==> config.mk <==
export PLATFORM = sky130hd
export DESIGN_NAME = rtcrb_regs
export DESIGN_NICKNAME = d
export VERILOG_FILES = /design/src/rtcrb_pkg.sv /design/src/rtcrb_regs.sv /design/src/rtcrb_user_ram.sv
export SDC_FILE = /design/constraint.sdc
export NUM_CORES = 1
export LEC_CHECK = 0
export ABC_AREA = 1
export BUFFER_PORTS_ARGS = -buffer_cell sky130_fd_sc_hd__buf_4
export CORE_UTILIZATION = 40
export CTS_BUF_LIST = sky130_fd_sc_hd__clkbuf_4
export CTS_CLUSTER_SIZE = 16
export DETAILED_ROUTE_END_ITERATION = 8
export SLEW_MARGIN = 40
export SYNTH_ARGS = -nofsm -noshare
export SYNTH_HDL_FRONTEND = slang
export SYNTH_SLANG_ARGS = --single-unit
==> constraint.sdc <==
create_clock -name clk_sys -period 1.6 [get_ports clk_sys]
set_input_delay 0.32 -clock clk_sys [delete_from_list [all_inputs] [get_ports clk_sys]]
set_output_delay 0.32 -clock clk_sys [all_outputs]
set_load 0.005 [all_outputs]
==> src/rtcrb_pkg.sv <==
`default_nettype none
package rtcrb_pkg;
   // ==========================================================
   // Register offsets.
   localparam logic [7:0] ALARM2_DAY_DATE_MATCH_OFS = 8'h13;
   localparam logic [7:0] COUNTDOWN_PRESENT_VALUE_OFS = 8'h14;
   localparam logic [7:0] COUNTDOWN_RELOAD_VALUE_OFS = 8'h15;
   localparam logic [7:0] USER_STORAGE_FIRST_OFS = 8'h16;
   localparam logic [7:0] USER_STORAGE_LAST_OFS = 8'h55;
   localparam logic [7:0] POWER_MANAGEMENT_CONFIG_OFS = 8'h56;
   localparam int USER_STORAGE_DEPTH = 64;
   // ==========================================================
   // Field positions.
   localparam int DAYDATE_MASK_BIT = 7;
   localparam int DAYDATE_SEL_BIT = 6;
   localparam int DAYDATE_TENS_HI = 5;
   localparam int DAYDATE_TENS_LO = 4;
   localparam int DAYDATE_UNITS_HI = 3;
   localparam int DAYDATE_UNITS_LO = 0;
   localparam int PWR_BACKUP_BIT = 3;
   localparam int PWR_MANUAL_BIT = 2;
   localparam int PWR_MODE_HI = 1;
   localparam int PWR_MODE_LO = 0;
   localparam logic [7:0] PWR_WRITABLE_MASK = 8'h0f;
   // ==========================================================
   // Reset values.
   localparam logic [7:0] ALARM2_DAY_DATE_RESET = 8'h00;
   localparam logic [7:0] COUNTDOWN_PRESENT_RESET = 8'h00;
   localparam logic [7:0] COUNTDOWN_RELOAD_RESET = 8'h00;
   localparam logic [7:0] POWER_MANAGEMENT_RESET = 8'h00;
   localparam logic [7:0] UNMAPPED_READ_VALUE = 8'h00;
   // Comparator function codes.
   typedef enum logic [1:0] {
      RTCRB_MODE_COMPARATOR = 2'b00,
      RTCRB_MODE_POWER_MGMT = 2'b01,
      RTCRB_MODE_RSVD2 = 2'b10,
      RTCRB_MODE_RSVD3 = 2'b11
   } rtcrb_mode_t;
endpackage
`default_nettype wire

==> src/rtcrb_regs.sv <==
`default_nettype none
// Contract
// - Day/date register bit 7 is the second alarm day/date mask, read/write.
// - Bit 6 selects date match when 0, weekday match when 1.
// - Day/date held as BCD: tens in bits 5:4, units in bits 3:0.
// - Countdown present value is an 8-bit read-only register resetting to zero.
// - In repeat mode at zero the countdown reloads from the reload register.
// - User storage bytes 0x16 to 0x55 are read/write, undefined after power-on.
// - Power bit 2 clear gives automatic supply choice; set gives manual choice.
// - In manual mode bit 3 selects main supply at 0, backup at 1.
// - Power bits 1:0 pick comparator mode, power-management mode, or reserved codes.
// - With masks clear, the alarm fires only when all fields match.
module rtcrb_regs
   import rtcrb_pkg::*;
(
   input wire logic clk_sys, // 40 MHz system clock.
   input wire logic rst, // Asynchronous reset, active high.
   input wire logic clk_en, // Freezes all state while low.
   input wire logic host_wr, // Host write strobe, one cycle.
   input wire logic host_rd, // Host read strobe, one cycle.
   input wire logic [7:0] host_addr, // Register address.
   input wire logic [7:0] host_wdata, // Write data.
   input wire logic timer_tick, // Countdown decrement request.
   input wire logic timer_run, // Countdown running.
   input wire logic timer_repeat, // Repeat mode enable.
   input wire logic time_sel_match, // Minute/hour matched (or masked) upstream.
   input wire logic [7:0] cur_date_bcd, // Present date of month, BCD.
   input wire logic [7:0] cur_day_bcd, // Present weekday, BCD.
   input wire logic supply_auto_backup, // Automatic supply decision.
   output logic [7:0] host_rdata, // Read data, valid one cycle after strobe.
   output logic host_rvalid, // Read data valid pulse.
   output logic alarm2_match, // Second alarm match, high every cycle the match holds.
   output logic countdown_zero, // Countdown reached zero pulse.
   output logic use_backup_supply, // Supply in use: 1 backup, 0 main.
   output logic [1:0] comparator_mode, // Comparator function code.
   output logic manual_supply_override, // Manual supply choice active.
   output logic backup_supply_choice // Manual backup selection bit.
);
   // ==========================================================
   // Address decode.
   logic [7:0] alarm2_day_date_match_reg;
   logic [7:0] countdown_present_value_reg;
   logic [7:0] countdown_reload_value_reg;
   logic [3:0] power_management_config_reg;
   logic [7:0] ram_rdata;
   logic [5:0] ram_offset;
   logic in_ram;
   logic [7:0] host_rdata_next;
   logic [7:0] day_date_target;
   logic fields_match;
   logic second_alarm_daydate_mask;
   logic weekday_or_monthday_select;

   // The storage window is checked by range; the offset below wraps for addresses
   // under the window, but in_ram then blocks the access.
   assign in_ram = (host_addr >= USER_STORAGE_FIRST_OFS) && (host_addr <= USER_STORAGE_LAST_OFS);
   assign ram_offset = 6'(host_addr - USER_STORAGE_FIRST_OFS);

   // User storage bank.
   // Storage has no reset; reads of unwritten bytes return whatever powered up.
   // user storage bytes
   rtcrb_user_ram #(
      .DEPTH(USER_STORAGE_DEPTH),
      .AW(6)
   ) u_ram (
      .clk_sys(clk_sys),
      .clk_en(clk_en),
      .wr_en(host_wr && in_ram),
      .addr(ram_offset),
      .wr_data(host_wdata),
      .rd_data(ram_rdata)
   );

   // ==========================================================
   // Second alarm day/date register; whole byte is read/write.
   // Illegal digit values are kept as written; the compare treats them literally.
   // mask bit stored
   always_ff @(posedge clk_sys or posedge rst) begin
      if (rst) begin
         alarm2_day_date_match_reg <= ALARM2_DAY_DATE_RESET;
      end else if (clk_en && host_wr && host_addr == ALARM2_DAY_DATE_MATCH_OFS) begin
         alarm2_day_date_match_reg <= host_wdata;
      end
   end

   // Reload value register.
   // A new reload value is used at the next reload, never by a count in progress.
   always_ff @(posedge clk_sys or posedge rst) begin
      if (rst) begin
         countdown_reload_value_reg <= COUNTDOWN_RELOAD_RESET;
      end else if (clk_en && host_wr && host_addr == COUNTDOWN_RELOAD_VALUE_OFS) begin
         countdown_reload_value_reg <= host_wdata;
      end
   end

   // Power management: only the low nibble is kept.
   // upper bits dropped
   always_ff @(posedge clk_sys or posedge rst) begin
      if (rst) begin
         power_management_config_reg <= POWER_MANAGEMENT_RESET[3:0];
      end else if (clk_en && host_wr && host_addr == POWER_MANAGEMENT_CONFIG_OFS) begin
         power_management_config_reg <= host_wdata[3:0] & PWR_WRITABLE_MASK[3:0];
      end
   end

   // ==========================================================
   // Countdown. Host writes never reach it; it is steered only by the timer controls.
   // A count at zero stays there until a tick in repeat mode reloads it, so
   // one-shot use leaves the zero visible to the host until the next load.
   // The zero pulse marks only the step from one to zero, never the reload.
   // read-only count
   always_ff @(posedge clk_sys or posedge rst) begin
      if (rst) begin
         countdown_present_value_reg <= COUNTDOWN_PRESENT_RESET;
         countdown_zero <= 1'b0;
      end else if (clk_en) begin
         countdown_zero <= 1'b0;
         if (timer_run && timer_tick) begin
            if (countdown_present_value_reg == 8'h01) begin
               countdown_present_value_reg <= 8'h00;
               countdown_zero <= 1'b1;
            end else if (countdown_present_value_reg == 8'h00) begin
               if (timer_repeat) begin
                  countdown_present_value_reg <= countdown_reload_value_reg;
               end
            end else begin
               countdown_present_value_reg <= countdown_present_value_reg - 8'h01;
            end
         end
      end
   end

   // ==========================================================
   // Alarm day/date compare; the field is BCD in bits 5:0.
   // Minute and hour arrive already combined in time_sel_match, so a late
   // upstream match delays this alarm as well.
   assign second_alarm_daydate_mask = alarm2_day_date_match_reg[DAYDATE_MASK_BIT];
   assign weekday_or_monthday_select = alarm2_day_date_match_reg[DAYDATE_SEL_BIT];
   // Bits 7:6 of the present date and weekday never take part in the compare.
   // date or weekday
   assign day_date_target = weekday_or_monthday_select ? cur_day_bcd : cur_date_bcd;
   assign fields_match =
      (day_date_target[DAYDATE_TENS_HI:DAYDATE_TENS_LO] ==
       alarm2_day_date_match_reg[DAYDATE_TENS_HI:DAYDATE_TENS_LO]) &&
      (day_date_target[DAYDATE_UNITS_HI:DAYDATE_UNITS_LO] ==
       alarm2_day_date_match_reg[DAYDATE_UNITS_HI:DAYDATE_UNITS_LO]);

   // Mask bit set lets the day/date field pass unconditionally.
   // all fields match
   always_ff @(posedge clk_sys or posedge rst) begin
      if (rst) begin
         alarm2_match <= 1'b0;
      end else if (clk_en) begin
         alarm2_match <= time_sel_match && (second_alarm_daydate_mask || fields_match);
      end
   end

   // ==========================================================
   // Supply selection and mode outputs, registered.
   // Registering the choice costs one cycle of latency but keeps a glitch on
   // the automatic decision from reaching the supply switch combinationally.
   // Reserved comparator codes are stored and passed on as written.
   // auto or manual
   always_ff @(posedge clk_sys or posedge rst) begin
      if (rst) begin
         use_backup_supply <= 1'b0;
         comparator_mode <= RTCRB_MODE_COMPARATOR;
         manual_supply_override <= 1'b0;
         backup_supply_choice <= 1'b0;
      end else if (clk_en) begin
         manual_supply_override <= power_management_config_reg[PWR_MANUAL_BIT];
         backup_supply_choice <= power_management_config_reg[PWR_BACKUP_BIT];
         comparator_mode <= power_management_config_reg[PWR_MODE_HI:PWR_MODE_LO];
         if (power_management_config_reg[PWR_MANUAL_BIT]) begin
            use_backup_supply <= power_management_config_reg[PWR_BACKUP_BIT];
         end else begin
            use_backup_supply <= supply_auto_backup;
         end
      end
   end

   // ==========================================================
   // Read data selection. The storage answers without a clock, so every address
   // shares one cycle of latency. A read in the same cycle as a write to the
   // same register returns the old value.
   always_comb begin
      host_rdata_next = UNMAPPED_READ_VALUE;
      if (in_ram) begin
         host_rdata_next = ram_rdata;
      end else begin
         case (host_addr)
            ALARM2_DAY_DATE_MATCH_OFS: host_rdata_next = alarm2_day_date_match_reg;
            COUNTDOWN_PRESENT_VALUE_OFS: host_rdata_next = countdown_present_value_reg;
            COUNTDOWN_RELOAD_VALUE_OFS: host_rdata_next = countdown_reload_value_reg;
            POWER_MANAGEMENT_CONFIG_OFS: host_rdata_next = {4'h0, power_management_config_reg};
            default: host_rdata_next = UNMAPPED_READ_VALUE;
         endcase
      end
   end

   // Read answer register; the data holds until the next read strobe.
   always_ff @(posedge clk_sys or posedge rst) begin
      if (rst) begin
         host_rvalid <= 1'b0;
         host_rdata <= UNMAPPED_READ_VALUE;
      end else if (clk_en) begin
         host_rvalid <= host_rd;
         if (host_rd) begin
            host_rdata <= host_rdata_next;
         end
      end
   end
endmodule
`default_nettype wire

==> src/rtcrb_user_ram.sv <==
`default_nettype none
module rtcrb_user_ram
   import rtcrb_pkg::*;
#(
   parameter int DEPTH = USER_STORAGE_DEPTH,
   parameter int AW = 6
) (
   input wire logic clk_sys, // System clock.
   input wire logic clk_en, // Clock enable.
   input wire logic wr_en, // Write strobe.
   input wire logic [AW-1:0] addr, // Byte index.
   input wire logic [7:0] wr_data, // Write byte.
   output logic [7:0] rd_data // Read byte, follows addr without a clock.
);
   // ==========================================================
   // Storage has no reset, so its power-up contents are undefined.
   logic [7:0] mem [DEPTH];

   // Write port.
   always_ff @(posedge clk_sys) begin
      if (clk_en && wr_en) begin
         mem[addr] <= wr_data;
      end
   end

   // Asynchronous read port. The caller registers the byte, so every register
   // of the bank answers with the same latency and no extra stage is needed.
   assign rd_data = mem[addr];
endmodule
`default_nettype wire

==> results.md, run 1 <==
| Stage | Item | Value |
| --- | --- | --- |
| sta | Highest clock frequency the design can meet | 524.7 MHz |
| synthesis | Distinct cell type count after synthesis | 36 |
| power | Leak pwr | 10.94 nW |
| setup path | Sort of element at the start of the critical path | register |
| job | Maxcap violations | 0 |
| sta | Final-report max-slew violation count | 0 |
| synthesis | Number of warnings reported in the yosys synthesis log | 0 |
| layout | Post-layout utilization of the core | 51.49% |
| synthesis | Per-instance average area after synthesis | 11.40 um^2 |
| sta | Final critical path time including I/O delays and setup | 1906 ps |
| place | Post-Place Cell Area | 0.02638 mm^2 |
| setup path | Highest cell delay on the worst timing path | 450 ps |
| synthesis | Syn Nets | 2044 |
| layout | Largest register by flop count | u_ram.mem |
| synthesis | Total of flip-flops plus latches after synthesis | 556 |
| sta | Number of endpoints with negative hold slack in the final report | 0 |
| sta | Final worst slack | -305.7 ps |
| synthesis | Share of the synthesized area in the top cell type | 67.62% |
| layout | Post-route cell area | 0.02898 mm^2 |
| floorplan | Width of the chip | 240.4 um |
| power | Net switching component of the power | 8.595 mW |
| synthesis | Post-synthesis cell count | 1994 |
| global route | GRT Overall Usage | 24.44% |
| setup path | Crit path buf inv count | 1 |
| layout | Share of final-layout standard cells stronger than drive strength 1 | 26.46% |
| drt | Total wire length after detailed routing | 68400 um |
| setup path | Worst-path fanout max | 2 |
| clocking | Later-pin clock latency in the skew report | 1000 ps |
| layout | Area growth from synthesis to layout | 27.45% |
| synthesis | Sequential area share after synthesis | 72.47% |
| layout | Final Net Count | 2391 |
| sta | Final total negative setup slack | -3681 ps |
| power | Power density over the cells | 1128 mW/mm^2 |
| layout | Non-filler cells in the finished layout | 3203 |
| layout | Fill cells | 4921 |
| global route | Grt ovf | 0 |
| drt | Routed vias | 16707 |
| sta | RSZ-0062 raised after global routing | yes |
| setup path | Endpoint class of the critical path | output pin |
| floorplan | Die area | 0.05780 mm^2 |
| drt | Routed length per placed instance | 21.35 um |
| sta | Relative slew margins | 65.80% |
| global route | Number of antenna violations at the first check in global routing | 2 |
| sta | Worst clock skew | 60.44 ps |
| sta | Pin slew with the least headroom to its limit | 513.0 ps |
| setup path | Critical-path cell list | buf_6 |
| power | Sequential share of power | 49.6% |
| place | Number of cells in the design after placement | 2896 |
| place | Port bufs | 53 |
| global route | Wire length of the first global-routing pass | 102300 um |
| setup path | Slowest CP cell | dfrtp_2 |
| synthesis | Post-Syn Area | 0.02274 mm^2 |
| drt | DRC violations left | 0 |
| clocking | Clock tree root buffer cell | clkbuf_4 |
| place | Final weighted congestion in routability-driven placement | 0.9566 |
| layout | Max reg flops | 512 |
| place | Post-DP HPWL | 44650 um |
| power | Switching share of total power | 26.29% |
| setup path | Crit path required time | 1280 ps |
| clocking | Clk pin slew, worst setup/hold paths | 60 ps |
| clocking | Clock Sinks | 556 |
| clocking | Maximum number of buffers from clock root to sink | 3 |
| power | Combinational group share of total power | 12.8% |
| clocking | CTS tree | built |
| synthesis | Largest area contributor in the synthesized netlist | edfxtp_1 |
| power | Internal Pwr Total | 24.10 mW |
| drt | Number of DRC markers in iteration 0 | 1738 |
| drt | Number of antenna-violating nets in the routed design | 0 |
| run status | Result of the run | finished, violations left |
| power | Max IR drop VDD | 627.0 uV |
| drt | First-pass iteration count of the detailed router | 5 |
| clocking | Number of buffers created by CTS | 148 |
| setup path | Data arrival time at the worst-slack endpoint | 1590 ps |
| floorplan | Count of boundary I/O pins | 58 |
| worst hold path | Hold Path Class | in -> reg |
| drt | Ratio of routed vias to standard cells | 5.216 |
| sta | Part of the cycle the worst path needs | 119.1% |
| place | Worst slack after detailed placement | -797.8 ps |
| floorplan | Row Count | 87 |
| sta | Total setup violations reported at the end of the flow | 17 |
| synthesis | Top cells by area, synth | edfxtp_1, nand2_1, dfrtp_1, nand4_1, nor2_1 |
| floorplan | Area of the placeable core | 0.05628 mm^2 |
| setup path | Top delay family on crit path | flip-flops |
| power | Part of the total power dissipated in the clock network | 37.7% |
| floorplan | Starting density of the core | 40.40% |
| setup path | Crit Path Category | reg -> out |
| clocking | Number of levels in the clock H-tree | 4 |
| global route | Via count of the first global-routing pass | 16762 |
| run status | Failing checks | setup timing |
| global route | Maximum number of pins on one net before global-route repair | 67 |
| floorplan | Height of the die | 240.4 um |
[cell families (layout without fill, tap and decap cells)]
group                    Yosys count  in the layout  share of synthesized area (%)
AND/OR/NAND/NOR                 1092           1092                          19.94
flip-flops                       556            556                          72.47
buffers and inverters            185            629                          3.241
AO/OA/AOI/OAI                    142            142                          3.423
adder cells (fa/ha/maj)            8              8                         0.4403
XOR/XNOR                           8              8                         0.3412
multiplexers                       3              3                         0.1486
other                              0              9                              0
[cells in the final DEF, fill, tap and decap left out, types with 7 or more instances in the layout]
cell type,netlist,routed
a21oi_1,73,61
a21oi_2,0,12
a22oi_1,11,11
buf_12,0,53
buf_4,1,173
buf_6,1,17
clkbuf_4,0,215
clkinv_1,1,15
dfrtp_1,44,38
diode_2,0,9
dlygate4sd3_1,0,33
edfxtp_1,512,512
inv_1,94,86
inv_2,10,14
nand2_1,724,713
nand2_2,5,11
nand3_1,80,69
nand3_2,4,10
nand4_1,103,103
nor2_1,166,91
nor2_4,2,75
o21ai_0,36,25
o21ai_1,1,10
o22ai_1,16,12
xor2_1,7,7
[per-layer routing]
| layer | global-route usage (%) | share of wire, % | vias to the layer above |
|---|---|---|---|
| met3 | 6.579 | 8.6 | 130 |
| met4 | 8.917 | 2.5 | 0 |
| met5 | 0 | 0 | - |
| li1 | - | - | 7676 |
| met2 | 38.53 | 47 | 731 |
| met1 | 32.36 | 42 | 8170 |
[synthesized netlist by cell type]
cell	n
inv_2	10
nor2_2	4
inv_1	94
a21oi_4	1
o21ai_1	1
xor2_1	7
nor2_4	2
buf_6	1
o21ai_0	36
nand4_1	103
nand3_2	4
a31oi_1	1
a22oi_1	11
nand3b_1	1
nor4_1	1
nand2_1	724
nor3_2	1
ha_1	8
clkbuf_1	44
nor2_1	166
a21oi_1	73
nor3_1	1
edfxtp_1	512
nand2_2	5
o31ai_1	1
xor2_2	1
mux2_2	3
buf_2	25
nand3_1	80
clkinv_1	1
o22ai_1	16
dfrtp_1	44
buf_4	1
o211ai_1	1
a211oi_1	1
buf_1	9
[stage by stage]
step / power, mW / hold slack (ps)
floorplan: 18.21 / 418.9
global route: 34.05 / 109.9
CTS: 32.44 / 2.178
detailed placement: 20.02 / 388.8
finish: 32.70 / 63.28
global placement: 19.97 / 386.8
[path summary, 6_finish.rpt]
| path | depth (start not counted) | startpoint | to | slack, ps |
|---|---|---|---|---|
| min in group asynchronous | 5 | rst | alarm2_day_date_match_reg[0] | 500 |
| max | 1 | host_rdata[5] | host_rdata[5] | -310 |
| min | 9 | cur_day_bcd[3] | alarm2_match | 60 |
| max in group asynchronous | 5 | rst | countdown_present_value_reg[4] | 840 |
| max reg2reg | 9 | countdown_present_value_reg[5] | countdown_present_value_reg[6] | 0 |
| min reg2reg | 2 | power_management_config_reg[1] | comparator_mode[1] | 540 |
[power by group through the flow]
stage / Sequential, mW / Clock [mW] / Combinational [mW]
2_1_floorplan: 16.4 / 0 / 1.77
3_3_place_gp: 16.5 / 0 / 3.51
3_5_place_dp: 16.5 / 0 / 3.54
6_report: 16.2 / 12.3 / 4.18
5_1_grt: 16.2 / 13.4 / 4.48
4_1_cts: 16.2 / 12.5 / 3.71
[timing repair]
| item | 4_1_cts | 5_1_grt |
|---|---|---|
| endpoints found under the setup margin | 23 | 33 |
| endpoints found under the hold margin | 594 | 0 |
| setup buffers | 10 | 7 |
| pin swaps | 1 | 17 |
| hold buffers | 33 | 0 |
| cloned | 0 | 1 |
| resized for setup | 24 | 60 |
[cell type report]
class                           instances  area, um^2  share of cell area (%)
Antenna cell                            9       22.52                 0.07772
Clock buffer                          215        1614                   5.570
Clock inverter                         32       205.2                  0.7081
Inverter                              105       430.4                   1.485
Multi-Input combinational cell       1253        6386                   22.04
Sequential cell                       556       16480                   56.89
Tap cell                              756       945.9                   3.264
Timing Repair Buffer                  276        2882                   9.944
Timing Repair inverter                  1       7.507                 0.02591
No activity file was read; power rests on OpenSTA's default activity.
==> run 2: changes to the inputs <==
Settings changed: CELL_PAD_IN_SITES_DETAIL_PLACEMENT set to 1, CELL_PAD_IN_SITES_GLOBAL_PLACEMENT set to 1, CTS_CLUSTER_SIZE 16 to 8, PLACE_DENSITY_LB_ADDON set to 0.1.
==> results.md, run 2 (same netlist as run 1, synthesis figures left out) <==
| Stage | Item | Value | Delta |
| --- | --- | --- | --- |
| setup path | Endpoint class of the critical path | output pin |  |
| place | Final weighted congestion in routability-driven placement | 0.9060 | -5.3% |
| drt | Number of DRC markers in iteration 0 | 1053 | -39% |
| drt | Total wire length after detailed routing | 74890 um | +9.5% |
| setup path | Crit path required time | 1280 ps | about the same |
| setup path | Crit path buf inv count | 1 | unchanged |
| layout | Largest register by flop count | u_ram.mem |  |
| layout | Most common library cell in the layout ignoring fill and taps | nand2_1 |  |
| clocking | Number of levels in the clock H-tree | 4 | unchanged |
| power | Power density over the cells | 1146 mW/mm^2 | +1.5% |
| run status | Result of the run | finished, violations left |  |
| drt | Routed vias | 16628 | -0.47% |
| setup path | Crit Path Category | reg -> out |  |
| clocking | Clock tree root buffer cell | clkbuf_4 |  |
| drt | Ratio of routed vias to standard cells | 5.198 | -0.35% |
| setup path | Highest cell delay on the worst timing path | 460 ps | about the same |
| global route | Number of antenna violations at the first check in global routing | 1 | -1 |
| setup path | Top delay family on crit path | flip-flops |  |
| setup path | Critical Path End | host_rdata[0] |  |
| floorplan | Starting density of the core | 40.40% | unchanged |
| place | Post-Place Cell Area | 0.02641 mm^2 | +0.12% |
| power | Part of the total power dissipated in the clock network | 38.9% | +1.2 points |
| clocking | CTS tree | built |  |
| layout | Share of final-layout standard cells stronger than drive strength 1 | 26.45% | about the same |
| power | Sequential share of power | 48.6% | -1.0 points |
| sta | Final-report max-slew violation count | 0 | unchanged |
| clocking | Clk pin slew, worst setup/hold paths | 60 ps | about the same |
| setup path | Register-to-register setup slack | 70 ps | +70 ps |
| setup path | Start point of the critical path | host_rdata[0] |  |
| sta | Pin slew with the least headroom to its limit | 507.9 ps | -5.104 ps |
| power | Net switching component of the power | 8.700 mW | +1.2% |
| clocking | Clock Sinks | 556 | unchanged |
| sta | Relative slew margins | 66.06% | +0.26 points |
| clocking | Number of buffers created by CTS | 152 | +2.7% |
| floorplan | Area of the placeable core | 0.05628 mm^2 | unchanged |
| setup path | Slowest CP cell | dfrtp_2 |  |
| setup path | Worst-path fanout max | 2 | unchanged |
| layout | Fill cells | 5961 | +21% |
| layout | Post-route cell area | 0.02904 mm^2 | +0.22% |
| sta | Final critical path time including I/O delays and setup | 1899 ps | -7.015 ps |
| layout | Top library cells by usage in the layout, fill and taps aside | nand2_1, edfxtp_1, clkbuf_4 |  |
| layout | Max reg flops | 512 | unchanged |
| sta | RSZ-0062 raised after global routing | yes |  |
| global route | Via count of the first global-routing pass | 17931 | +7.0% |
| global route | GRT Overall Usage | 26.90% | +2.5 points |
| power | Internal Pwr Total | 24.56 mW | +1.9% |
| layout | Non-filler cells in the finished layout | 3199 | -0.12% |
| floorplan | Width of the chip | 240.4 um | unchanged |
| global route | Grt ovf | 0 | unchanged |
| layout | Final Net Count | 2390 | -0.042% |
| worst hold path | Hold Path Class | in -> reg |  |
| setup path | Critical-path cell list | buf_6 |  |
| run status | Failing checks | setup timing |  |
| sta | Final worst slack | -298.7 ps | +7.015 ps |
| job | Maxcap violations | 0 | unchanged |
| setup path | Sort of element at the start of the critical path | register |  |
| drt | First-pass iteration count of the detailed router | 5 | unchanged |
| sta | Hold Worst Slack | 124.8 ps | +61.55 ps |
| setup path | Data arrival time at the worst-slack endpoint | 1580 ps | about the same |
| floorplan | Die area | 0.05780 mm^2 | unchanged |
| sta | Number of endpoints with negative hold slack in the final report | 0 | unchanged |
| sta | Highest clock frequency the design can meet | 526.7 MHz | +0.37% |
| global route | Wire length of the first global-routing pass | 111500 um | +9.0% |
| drt | DRC violations left | 0 | unchanged |
| sta | Worst clock skew | 49.84 ps | -10.60 ps |
| floorplan | Height of the die | 240.4 um | unchanged |
| power | Max IR drop VDD | 626.7 uV | about the same |
| place | Number of cells in the design after placement | 2897 | +0.035% |
| power | Switching share of total power | 26.16% | -0.13 points |
| sta | Total setup violations reported at the end of the flow | 16 | -1 |
| setup path | Stages on worst setup path | 1 | unchanged |
| setup path | Destination of the worst register-to-register timing path | countdown_present_value_reg[0] |  |
| layout | Area growth from synthesis to layout | 27.73% |  |
| worst hold path | Min-Delay Startpoint | host_addr[2] |  |
| setup path | Cell count of the worst reg-to-reg path | 8 | -1 |
| clocking | Maximum number of buffers from clock root to sink | 3 | unchanged |
| place | Port bufs | 53 | unchanged |
| floorplan | Count of boundary I/O pins | 58 | unchanged |
| global route | Maximum number of pins on one net before global-route repair | 67 | unchanged |
| floorplan | Row Count | 87 | unchanged |
| drt | Number of antenna-violating nets in the routed design | 0 | unchanged |
| drt | Routed length per placed instance | 23.41 um | +9.6% |
| power | Leak pwr | 10.97 nW | +0.24% |
| sta | Part of the cycle the worst path needs | 118.7% | -0.44 points |
| clocking | Later-pin clock latency in the skew report | 990 ps | about the same |
| setup path | Launch point of the worst reg-to-reg path | countdown_present_value_reg[6] |  |
| place | Post-DP HPWL | 49170 um | +10% |
| power | Combinational group share of total power | 12.4% | -0.4 points |
-- run 2: stage by stage --
| stage | power, mW | util, % | setup slack (ps) | TNS [ps] |
|---|---|---|---|---|
| floorplan | 18.21 | - | -517.3 | -252520 |
| global placement | 20.03 | 46.93 | -992.2 | -337610 |
| detailed placement | 20.09 | 46.93 | -925.1 | -351330 |
| CTS | 33.24 | 51.13 | -435.3 | -6002 |
| global route | 34.66 | 51.60 | -407.1 | -5584 |
| finish | 33.26 | 51.60 | -298.7 | -3838 |
-- run 2: layout make-up --
cell class	instances	area, um^2	area share [%]
timing repair buffer	272	2872	9.888
tap	756	945.9	3.257
clock inverter	32	241.5	0.8316
clock buffer	224	1682	5.791
sequential	556	16480	56.75
antenna	1	2.502	0.008617
inverter	105	426.7	1.469
multi-input combinational	1253	6391	22.01
-- run 2: worst min-delay path by stage --
stage / endpoint / cells after the start
2_1_floorplan: u_ram.mem[0][0] / 0
3_3_place_gp: manual_supply_override / 3
3_5_place_dp: manual_supply_override / 3
4_1_cts: alarm2_day_date_match_reg[1] / 6
5_1_grt: alarm2_day_date_match_reg[2] / 5
6_report: alarm2_day_date_match_reg[1] / 6
-- run 2: power groups by stage --
stage          Combinational (mW)  Clock (mW)  Sequential, mW
6_report                     4.13        13.0            16.2
3_3_place_gp                 3.58           0            16.4
4_1_cts                      3.77        13.3            16.2
5_1_grt                      4.46        14.0            16.2
3_5_place_dp                 3.63           0            16.5
2_1_floorplan                1.77           0            16.4
-- run 2: what timing repair did --
| action | CTS | global route |
|---|---|---|
| pin swaps | 1 | 32 |
| endpoints found under the setup margin | 23 | 32 |
| buffers inserted | 0 | 9 |
| gates resized for setup | 23 | 56 |
| hold buffers | 36 | 0 |
| endpoints found under the hold margin | 599 | 0 |
-- run 2: tightest hold or removal path: stages --
cell and delay, ps:
buf_4 140, nor3_2 60, buf_4 140, nand3_1 240, nor2_1 70, a21oi_1 110
-- run 2: layer usage --
| layer | GRT usage [%] | up-vias | share of wire [%] |
|---|---|---|---|
| li1 | - | 7666 | - |
| met2 | 44.11 | 471 | 48 |
| met1 | 34.55 | 8358 | 43 |
| met3 | 6.452 | 133 | 5.7 |
| met5 | 0 | - | 0 |
| met4 | 9.998 | 0 | 2.6 |
